===== config.mk =====
export PLATFORM = sky130hd
export DESIGN_NAME = dfc_device_flat
export DESIGN_NICKNAME = d
export VERILOG_FILES = /design/src/dfc_pkg.sv /design/src/dfc_link_if.sv /design/src/dfc_device.sv /design/src/dfc_sync.sv /design/src/flat_wrapper.sv
export SDC_FILE = /design/constraint.sdc
export NUM_CORES = 1
export LEC_CHECK = 0
export ABC_AREA = 1
export BUFFER_PORTS_ARGS = -buffer_cell sky130_fd_sc_hd__buf_2
export CORE_UTILIZATION = 64
export DETAILED_ROUTE_END_ITERATION = 10
export PLACE_DENSITY = 0.95
export SETUP_SLACK_MARGIN = 0.05
export SLEW_MARGIN = 20
export SYNTH_ARGS = -nofsm -noshare
export SYNTH_HDL_FRONTEND = slang
export SYNTH_SLANG_ARGS = --single-unit
export TNS_END_PERCENT = 10

===== constraint.sdc =====
create_clock -name clock -period 3.95 [get_ports clock]
set_input_delay 0.79 -clock clock [delete_from_list [all_inputs] [get_ports clock]]
set_output_delay 0.79 -clock clock [all_outputs]
set_load 0.1 [all_outputs]

===== src/dfc_pkg.sv =====
package dfc_pkg;
  // ************************************************
  // timing
  // ************************************************
  localparam int CLK_HZ = 20_000_000; // system clock rate
  localparam int SCLK_HZ = 1_250_000; // serial bit rate chosen for the link
  localparam int SCLK_HALF = CLK_HZ / (2 * SCLK_HZ); // cycles per half bit
  localparam int TIMER_W = 8; // wide enough for SCLK_HALF
  // ************************************************
  // serial frame
  // ************************************************
  localparam int FRAME_BITS = 24; // address byte plus data word
  localparam int CNT_W = 5; // bit counter, saturates at FRAME_BITS
  localparam logic [7:0] ADDR_DATA = 8'h01; // output value
  localparam logic [7:0] ADDR_READ = 8'h02; // status readback request
  localparam logic [7:0] ADDR_CTRL = 8'h55; // control word
  localparam logic [7:0] ADDR_RESET = 8'h56; // soft reset
  localparam int RESET_BIT = 0; // reset request bit of the data word
  // ************************************************
  // control word fields
  // ************************************************
  localparam int CTRL_CLEAR_LEVEL = 15; // clear_level_bit
  localparam int CTRL_RANGE_EXTEND = 14; // range_extend_bit
  localparam int CTRL_OUTSIDE_RES = 13; // outside_resistor_select
  localparam int CTRL_DRIVE_EN = 12; // output_drive_enable
  localparam int CTRL_SR_CLK_HI = 11; // slew update clock field
  localparam int CTRL_SR_CLK_LO = 8;
  localparam int CTRL_SR_STEP_HI = 7; // slew step field
  localparam int CTRL_SR_STEP_LO = 5;
  localparam int CTRL_SR_EN = 4; // slew enable
  localparam int CTRL_CHAIN_EN = 3; // daisy chain enable
  localparam int CTRL_RANGE_HI = 2; // range select
  localparam int CTRL_RANGE_LO = 0;
  localparam logic [15:0] CTRL_RESET = 16'h0000; // power-on control word
  localparam logic [2:0] RANGE_PM5 = 3'h2; // bipolar 5 V
  localparam logic [2:0] RANGE_PM10 = 3'h3; // bipolar 10 V
  localparam logic [2:0] RANGE_BAD = 3'h4; // unused code, no output
  // ************************************************
  // status word and codes
  // ************************************************
  localparam int STAT_CURR_FAULT = 2; // current output headroom fault
  localparam int STAT_SLEW = 1; // slew in progress
  localparam int STAT_OVER_TEMP = 0; // die over temperature
  localparam logic [15:0] CODE_ZERO = 16'h0000; // lowest code
  localparam logic [15:0] CODE_MID = 16'h8000; // midscale code
  // ************************************************
  // host register map (byte addresses)
  // ************************************************
  localparam logic [31:0] HOST_CMD = 32'h0000_0000; // frame to send
  localparam logic [31:0] HOST_STATUS = 32'h0000_0004; // busy, alert
  localparam logic [31:0] HOST_PINS = 32'h0000_0008; // clear pins
  localparam logic [31:0] HOST_RDATA = 32'h0000_000C; // last readback
  localparam int CMD_LOAD_ONLY = 24; // latch pulse without data
  localparam int HST_BUSY = 0;
  localparam int HST_ALERT = 1;
  localparam int PIN_CLEAR = 0;
  localparam int PIN_CLEAR_SEL = 1;

  // clear / default code for a range and clear-level selection
  function automatic logic [15:0] dfc_default_code(
    input logic [2:0] range,
    input logic sel
  );
    logic bip;
    bip = (range == RANGE_PM5) || (range == RANGE_PM10);
    if (range[2])
    begin
      return CODE_ZERO; // current ranges go to the bottom
    end
    else if (bip)
    begin
      return sel ? CODE_ZERO : CODE_MID; // offset binary: mid is 0 V
    end
    return sel ? CODE_MID : CODE_ZERO;
  endfunction : dfc_default_code
endpackage : dfc_pkg


===== src/dfc_link_if.sv =====
// ************************************************
// serial link, clear pins and shared alert wire
// ************************************************
interface dfc_link_if;
  logic sclk; // serial clock from host
  logic sdin; // serial data to device
  logic latchN; // load strobe, active low
  logic sdo; // serial readback from device
  logic clearPin; // asynchronous clear, active high
  logic clearSelPin; // clear level select pin
  logic alertOut; // open-drain data, always low
  logic alertOe; // high while device pulls the wire
  logic alertLine; // resolved wire with pull-up
  // pull-up wins unless the device pulls low
  assign alertLine = alertOe ? alertOut : 1'b1;
  modport device(
    input sclk, sdin, latchN, clearPin, clearSelPin,
    output sdo, alertOut, alertOe
  );
  modport host(
    output sclk, sdin, latchN, clearPin, clearSelPin,
    input sdo, alertLine
  );
endinterface : dfc_link_if


===== src/dfc_device.sv =====
// Summary of operation
// - alert is open-drain, shareable wired line
// - alert on current output headroom loss
// - alert on die over temperature
// - separate status flags name alert cause
// - extend bit widens voltage range tenfold-percent
// - clear pin high forces clear value
// - clear level is pin OR control bit
// - level 0: 0 V; 1: mid/zero scale
// - clear puts current at range bottom
// - host holds clear for minimum width
// - cleared value stays after clear release
// - bare load pulse restores previous value
// - no new value accepted while clearing
// - range change loads default value
// - host disables output before range change
// - enabling output loads default value
// - control bit selects outside resistor
// - modem coupling only while output enabled
// - host enables slew limit for modem
// - outputs off unless enabled; range picks
// - status word is read only
//
// The register addresses and the APB register port were left to the implementer.
module dfc_device
  import dfc_pkg::*;
(
  // clock and reset
  input wire logic clock,
  input wire logic rst_b,
  // link to the host
  dfc_link_if.device link,
  // analog sense levels, asynchronous
  input wire logic headroomLow,
  input wire logic overTemp,
  input wire logic slewBusy,
  // converter controls
  output logic [15:0] dacCode,
  output logic [2:0] rangeSel,
  output logic voltEnable,
  output logic currEnable,
  output logic modemCouplingEnable,
  output logic rangeExtend,
  output logic outsideResistorSelect,
  // slew engine settings
  output logic slewEnable,
  output logic [3:0] slewClock,
  output logic [2:0] slewStep,
  output logic chainEnable
);
  // ************************************************
  // state
  // ************************************************
  typedef struct packed {
    logic sclkPrev; // last synced serial clock
    logic latchPrev; // last synced load strobe
    logic [FRAME_BITS-1:0] shift; // incoming frame
    logic [CNT_W-1:0] bitCnt; // bits since strobe fell
    logic [15:0] ctrl; // control word
    logic [15:0] dataReg; // last accepted value
    logic [15:0] code; // code driven to converter
    logic [15:0] sdoShift; // readback shifter
    logic voltEn; // voltage output live
    logic currEn; // current output live
    logic alertOe; // pulling the alert wire
    logic [2:0] status; // fault, slew, temperature
  } dfc_dev_s;

  dfc_dev_s q; // registered state
  dfc_dev_s n; // next state
  logic [7:0] syncOut; // synchronised pins and sense
  logic sclkS; // serial clock
  logic sdinS; // serial data
  logic latchS; // load strobe, low active level
  logic clearS; // clear request
  logic clearSelS; // clear select pin
  logic headroomS; // headroom fault
  logic overTempS; // temperature fault
  logic slewS; // slew busy
  logic sclkRise; // serial clock edge
  logic latchRise; // end of frame or bare pulse
  logic latchFall; // start of frame
  logic effSel; // effective clear level
  logic [7:0] frameAddr; // address byte of frame
  logic [15:0] frameData; // data word of frame
  logic [2:0] newRange; // range in an incoming control word
  logic [2:0] curRange; // range in force

  // ************************************************
  // input synchronisers
  // ************************************************
  // every pin is asynchronous to clock; the strobe idles high
  dfc_sync #(
    .WIDTH(8),
    .INIT(8'h04)
  ) uSync (
    .clock(clock),
    .rst_b(rst_b),
    .async({slewBusy, overTemp, headroomLow, link.clearSelPin,
      link.clearPin, link.latchN, link.sdin, link.sclk}),
    .sync(syncOut)
  );

  assign sclkS = syncOut[0];
  assign sdinS = syncOut[1];
  assign latchS = syncOut[2];
  assign clearS = syncOut[3];
  assign clearSelS = syncOut[4];
  assign headroomS = syncOut[5];
  assign overTempS = syncOut[6];
  assign slewS = syncOut[7];

  assign sclkRise = sclkS & ~q.sclkPrev;
  assign latchRise = latchS & ~q.latchPrev;
  assign latchFall = ~latchS & q.latchPrev;
  assign frameAddr = q.shift[FRAME_BITS-1:16];
  assign frameData = q.shift[15:0];
  assign newRange = frameData[CTRL_RANGE_HI:CTRL_RANGE_LO];
  assign curRange = q.ctrl[CTRL_RANGE_HI:CTRL_RANGE_LO];
  assign effSel = clearSelS | q.ctrl[CTRL_CLEAR_LEVEL];

  // ************************************************
  // next state
  // ************************************************
  // one process decodes frames, clear and faults in priority order:
  // frame decode first, then clear overrides the code it produced
  always_comb
  begin
    n = q;
    n.sclkPrev = sclkS;
    n.latchPrev = latchS;
    // shift in only inside a frame, so stray clocks are harmless
    if (sclkRise && !latchS)
    begin
      n.shift = {q.shift[FRAME_BITS-2:0], sdinS};
      n.sdoShift = {q.sdoShift[14:0], 1'b0};
      if (q.bitCnt != CNT_W'(FRAME_BITS))
      begin
        n.bitCnt = q.bitCnt + CNT_W'(1);
      end
    end
    // strobe falling opens a new frame
    if (latchFall)
    begin
      n.bitCnt = '0;
    end
    // strobe rising acts on what was shifted
    if (latchRise)
    begin
      if (q.bitCnt == '0)
      begin
        // bare pulse: bring back the pre-clear value
        if (!clearS)
        begin
          n.code = q.dataReg;
        end
      end
      else if (q.bitCnt == CNT_W'(FRAME_BITS))
      begin
        case (frameAddr)
          ADDR_DATA:
          begin
            // value writes are dropped during a clear
            if (!clearS)
            begin
              n.dataReg = frameData;
              n.code = frameData;
            end
          end
          ADDR_CTRL:
          begin
            n.ctrl = frameData;
            // range change or enable rising loads the default
            if ((newRange != curRange)
              || (frameData[CTRL_DRIVE_EN]
              && !q.ctrl[CTRL_DRIVE_EN]))
            begin
              n.code = dfc_default_code(newRange,
                clearSelS | frameData[CTRL_CLEAR_LEVEL]);
              n.dataReg = n.code;
            end
          end
          ADDR_READ:
          begin
            // status goes out MSB first on the next frame
            n.sdoShift = {13'h0, q.status};
          end
          ADDR_RESET:
          begin
            if (frameData[RESET_BIT])
            begin
              n.ctrl = CTRL_RESET;
              n.dataReg = CODE_ZERO;
              n.code = CODE_ZERO;
            end
          end
          default:
          begin
            // unknown address: frame ignored
          end
        endcase
      end
      // short frames are ignored as corrupt; long frames act on their last 24 bits
    end
    // clear holds the code every cycle it is high; code is not
    // touched on release, so the cleared value stays
    if (clearS)
    begin
      n.code = dfc_default_code(curRange, effSel);
    end
    // outputs stay off unless enabled; range picks which one
    n.voltEn = n.ctrl[CTRL_DRIVE_EN]
      & ~n.ctrl[CTRL_RANGE_HI];
    n.currEn = n.ctrl[CTRL_DRIVE_EN] & n.ctrl[CTRL_RANGE_HI]
      & (n.ctrl[CTRL_RANGE_HI:CTRL_RANGE_LO] != RANGE_BAD);
    // live fault levels; no latching, so the wire follows cause
    n.alertOe = headroomS | overTempS;
    n.status[STAT_CURR_FAULT] = headroomS;
    n.status[STAT_SLEW] = slewS;
    n.status[STAT_OVER_TEMP] = overTempS;
  end

  // ************************************************
  // state register
  // ************************************************
  always_ff @(posedge clock or negedge rst_b)
  begin
    if (!rst_b)
    begin
      q <= '{sclkPrev: 1'b0, latchPrev: 1'b1, shift: '0,
        bitCnt: '0, ctrl: CTRL_RESET, dataReg: CODE_ZERO,
        code: CODE_ZERO, sdoShift: '0, voltEn: 1'b0,
        currEn: 1'b0, alertOe: 1'b0, status: '0};
    end
    else
    begin
      q <= n;
    end
  end

  // ************************************************
  // outputs, all but the constant alertOut straight from the state register
  // ************************************************
  assign link.sdo = q.sdoShift[15];
  assign link.alertOut = 1'b0; // open drain: only ever pulls low
  assign link.alertOe = q.alertOe;
  assign dacCode = q.code;
  assign rangeSel = q.ctrl[CTRL_RANGE_HI:CTRL_RANGE_LO];
  assign voltEnable = q.voltEn;
  assign currEnable = q.currEn;
  // modem signal rides the current output only when it is live
  assign modemCouplingEnable = q.currEn;
  assign rangeExtend = q.ctrl[CTRL_RANGE_EXTEND];
  assign outsideResistorSelect = q.ctrl[CTRL_OUTSIDE_RES];
  assign slewEnable = q.ctrl[CTRL_SR_EN];
  assign slewClock = q.ctrl[CTRL_SR_CLK_HI:CTRL_SR_CLK_LO];
  assign slewStep = q.ctrl[CTRL_SR_STEP_HI:CTRL_SR_STEP_LO];
  assign chainEnable = q.ctrl[CTRL_CHAIN_EN];
endmodule : dfc_device


===== src/dfc_sync.sv =====
// ************************************************
// two-stage synchroniser for a bundle of levels
// ************************************************
module dfc_sync
  import dfc_pkg::*;
#(
  parameter int WIDTH = 1,
  parameter logic [WIDTH-1:0] INIT = '0
)
(
  // clock and reset
  input wire logic clock,
  input wire logic rst_b,
  // levels
  input wire logic [WIDTH-1:0] async,
  output logic [WIDTH-1:0] sync
);
  logic [WIDTH-1:0] meta_q; // first stage, read only by second

  // both stages reset to the idle level of each input
  always_ff @(posedge clock or negedge rst_b)
  begin
    if (!rst_b)
    begin
      meta_q <= INIT;
      sync <= INIT;
    end
    else
    begin
      meta_q <= async;
      sync <= meta_q;
    end
  end
endmodule : dfc_sync


===== src/flat_wrapper.sv =====
// flat-port wrapper written by rule: the top's interface ports become plain ports
module dfc_device_flat import dfc_pkg::*;
  (clock, rst_b, headroomLow, overTemp, slewBusy, dacCode, rangeSel, voltEnable, currEnable, modemCouplingEnable, rangeExtend, outsideResistorSelect, slewEnable, slewClock, slewStep, chainEnable, link_sclk, link_sdin, link_latchN, link_clearPin, link_clearSelPin, link_sdo, link_alertOut, link_alertOe);
  dfc_link_if link_i ();
  input wire logic clock;
  input wire logic rst_b;
  input wire logic headroomLow;
  input wire logic overTemp;
  input wire logic slewBusy;
  output logic [15:0] dacCode;
  output logic [2:0] rangeSel;
  output logic voltEnable;
  output logic currEnable;
  output logic modemCouplingEnable;
  output logic rangeExtend;
  output logic outsideResistorSelect;
  output logic slewEnable;
  output logic [3:0] slewClock;
  output logic [2:0] slewStep;
  output logic chainEnable;
  input wire logic [$bits(link_i.sclk)-1:0] link_sclk;
  input wire logic [$bits(link_i.sdin)-1:0] link_sdin;
  input wire logic [$bits(link_i.latchN)-1:0] link_latchN;
  input wire logic [$bits(link_i.clearPin)-1:0] link_clearPin;
  input wire logic [$bits(link_i.clearSelPin)-1:0] link_clearSelPin;
  output wire logic [$bits(link_i.sdo)-1:0] link_sdo;
  output wire logic [$bits(link_i.alertOut)-1:0] link_alertOut;
  output wire logic [$bits(link_i.alertOe)-1:0] link_alertOe;
  assign link_i.sclk = link_sclk;
  assign link_i.sdin = link_sdin;
  assign link_i.latchN = link_latchN;
  assign link_i.clearPin = link_clearPin;
  assign link_i.clearSelPin = link_clearSelPin;
  assign link_sdo = link_i.sdo;
  assign link_alertOut = link_i.alertOut;
  assign link_alertOe = link_i.alertOe;
  dfc_device u_core (.clock(clock), .rst_b(rst_b), .link(link_i), .headroomLow(headroomLow), .overTemp(overTemp), .slewBusy(slewBusy), .dacCode(dacCode), .rangeSel(rangeSel), .voltEnable(voltEnable), .currEnable(currEnable), .modemCouplingEnable(modemCouplingEnable), .rangeExtend(rangeExtend), .outsideResistorSelect(outsideResistorSelect), .slewEnable(slewEnable), .slewClock(slewClock), .slewStep(slewStep), .chainEnable(chainEnable));
endmodule

==> flow_summary_export.csv <==
group,metric,value,unit
run_status,status,"finished clean",
layout,layout.nets,606,
timing,fin_crit_sh,59.0,%
critical_path,worstSetupStartpointType,"flop",
power_and_ir_drop,ir_drop,421,µV
place,dp.final_hpwl,7190,µm
clocking,cts_tree,"yes",
critical_path,worstReg2RegStart,"u_core.q[70]",
floorplan,coreArea,7730,µm²
timing,fin_hold_ws,0.314,ns
timing,slew_headroom,48.4,%
detailed_routing,highest_layer,"met4",
synth,synthTopCellsByArea,"dfrtp_1 (56%), nand2_1 (12%), buf_4 (4.5%)",
synth,synth_flop_cell,"dfrtp_1",
critical_path,cp_max_fo,18,
flow_run,max_cap_violations,0,
synth,ys_warn_count,0,
timing,hold_viol,0,
synth,syn_area,5140,µm²
critical_path,cp-end-kind,"flop",
layout,finalInstanceArea,5760,µm²
clocking,clk_latency,0.52,ns
place,routabilityCongestion,0.933,
hold_path,holdCritPathClass,"in -> async",
grt,grt_max_degree,84,
synth,yosysMostFrequentCell,"nand2_1",
clocking,cts_setup_buffers,0,
layout,fin_util,74.5,%
clocking,htreeDepth,4,
clocking,hold_buffers,0,
critical_path,cp.required,4.36,ns
layout,drive_gt1_share,16.7,%
detailed_routing,dr.pass1.iters,6,
synth,synth_nets,591,
layout,instances_no_fill,708,
critical_path,slowest_delay,0.64,ns
layout,seq_area,2930,µm²
detailed_routing,wl_met2,5880,µm
grt,grt_pass1_wl,19300,µm
detailed_routing,met1_length,4480,µm
timing,fmax,429,MHz
place,dpl_cell_area,5190,µm²
synth,synth.ff_latch_count,117,
power_and_ir_drop,swShare,25.3,%
detailed_routing,vias_per_cell,5.79,
floorplan,die_height,91.6,µm
power_and_ir_drop,p_leak,0.00279,µW
critical_path,arrival,2.74,ns
power_and_ir_drop,switching_power,726,µW
synth,synth_area_per_cell,8.89,µm²
timing,slew_violations,0,
critical_path,critPathKind,"reg -> reg",
floorplan,die_w,91.6,µm
grt,grt.overflow.total,0,
timing,grt_setup_unrepaired,"false",
synth,synth.distinct_cells,35,
power_and_ir_drop,clock_power_share,50.2,%
synth,synth_edf_count,0,
layout,nFillCells,477,
timing,fin_skew,0.00562,ns
floorplan,ios,46,
power_and_ir_drop,p_per_area,498,nW/µm²
timing,fin_crit,2.33,ns
synth,synthArstFlopShare,100,%
clocking,numCtsBuffers,17,
detailed_routing,drtIter0Drc,437,
synth,synth_top_area_share,55.5,%
layout,n_antenna_cell,0,
timing,max_slew.worst_pin.slew,0.773,ns
synth,synth-seq-area-share,57.1,%
floorplan,rows,32,
power_and_ir_drop,p_int,2140,µW
timing,setup_tns,0,ns
detailed_routing,wirelength,11500,µm
detailed_routing,drc_errors,0,
detailed_routing,vias,4099,
grt,antenna_found_initial,0,
synth,synthCells,578,
clocking,post_cts_resized,0,
grt,grtUsageTotal,30.4,%
power_and_ir_drop,p_seq_share,44.3,%
grt,grt_pass1_vias,4095,
detailed_routing,drtAntennaViolNets,0,
clocking,clock_path_buffers,2,
power_and_ir_drop,combPwrFrac,5.5,%
layout,multi_input_area,1720,µm²
layout,areaGrowthSynthToFinish,12.1,%
clocking,path_clk_slew,0.06,ns
detailed_routing,wl_met3,717,µm
clocking,cts_root_buf,"clkbuf_8",
critical_path,slowest_stage,"nor2_2",
place,placed_cells,676,
detailed_routing,wl_per_cell,16.3,µm
place,port_buffers,44,
floorplan,die-area,8390,µm²
synth,synth_common_cells,"nand2_1 (165), dfrtp_1 (114), a21oi_1 (46)",
clocking,cts.sinks,117,
synth,synth_top_area_cell,"dfrtp_1",
timing,setup_viol,0,
critical_path,startpoint,"u_core.q[70]",
critical_path,crit_path_cell_trace,"inv_1 > ha_1 > nand3_1 > nor2_2 > nor2_1 > nor2_1 > nor3_1 > nand2_1 > nand2_1 > nand2_1 > nor2_1",
floorplan,start_util,66.5,%
-- placed cells by master, fill, tap and decap left out, types with 4 or more instances in the layout --
cell type / Yosys / final
nand2_1: 165 / 165
nand3_1: 40 / 40
nand2_2: 4 / 4
inv_1: 38 / 38
a21oi_1: 46 / 46
dfrtp_1: 114 / 114
buf_4: 31 / 4
nor3_1: 5 / 5
clkinvlp_4: 0 / 5
o31ai_1: 13 / 13
clkbuf_16: 0 / 16
buf_2: 7 / 43
nor2_1: 39 / 39
o21ai_0: 30 / 30
-- routing by layer --
layer	global-route usage [%]	vias to the layer above
li1	-	1858
met1	36.1	1983
met2	51.3	211
met3	6.95	47
met4	16.7	0
met5	0	-
-- metrics by stage --
stage,power [µW],setup slack (ns)
floorplan,1380,1.84
global placement,1430,1.89
finish,2870,1.62
detailed placement,1440,1.79
CTS,2870,1.71
global route,2950,1.32
-- final timing paths --
check / cells after the start / endpoint / slack (ns)
max in group asynchronous: 2 / u_core.uSync.sync[2] / 2.75
setup / recovery: 11 / u_core.q[74] / 1.62
setup reg to reg: 11 / u_core.q[74] / 1.62
hold / removal: 1 / u_core.frameAddr[6] / 0.31
min in group clock: 0 / u_core.uSync.sync[1] / 0.35
hold reg to reg: 0 / u_core.uSync.sync[1] / 0.35
-- sequential cells by signal, indices dropped and copies added, names as in the netlist --
| signal | flops |
|---|---|
| u_core.chainEnable | 1 |
| u_core.currEnable | 1 |
| u_core.dacCode | 16 |
| u_core.frameAddr | 8 |
| u_core.frameData | 16 |
| u_core.link.alertOe | 1 |
| u_core.link.sdo | 1 |
| u_core.outsideResistorSelect | 1 |
| u_core.q | 43 |
| u_core.rangeExtend | 1 |
| u_core.rangeSel | 3 |
| u_core.slewClock | 4 |
| u_core.slewEnable | 1 |
| u_core.slewStep | 3 |
| u_core.uSync.meta_q | 8 |
| u_core.uSync.sync | 8 |
| u_core.voltEnable | 1 |
-- critical path: cells and delay by family (launching register included) --
kind | cells | cell delay [ns]
adder cells (fa/ha/maj) | 1 | 0.17
buffers and inverters | 1 | 0.09
flip-flops | 1 | 0.41
AND/OR/NAND/NOR | 9 | 1.54
-- logic make-up after synthesis --
family                     share of synthesized area, %
and+or+nand+nor                                    22.1
DFF                                                57.1
AOI/OAI and AO/OA                                  10.2
buffers and inverters                              9.52
adders and majority gates                         0.731
xor gates and xnor gates                          0.341
other                                            0.0730
-- power groups by stage --
stage                     combinational [µW]  clock [µW]  sequential [µW]
final                                    157        1440             1270
after global routing                     178        1500             1270
after CTS                                155        1450             1270
after detailed placement                 153           0             1290
after global placement                   143           0             1290
after floorplan                         99.3           0             1280
-- cell type report --
class	instances	area share (%)
Sequential cell	117	50.9
Multi-Input combinational cell	366	29.8
Clock buffer	19	7.67
Timing Repair Buffer	48	4.45
Inverter	43	2.80
Tap cell	102	2.22
Clock inverter	13	2.17
(Power assumes the default switching activity.)
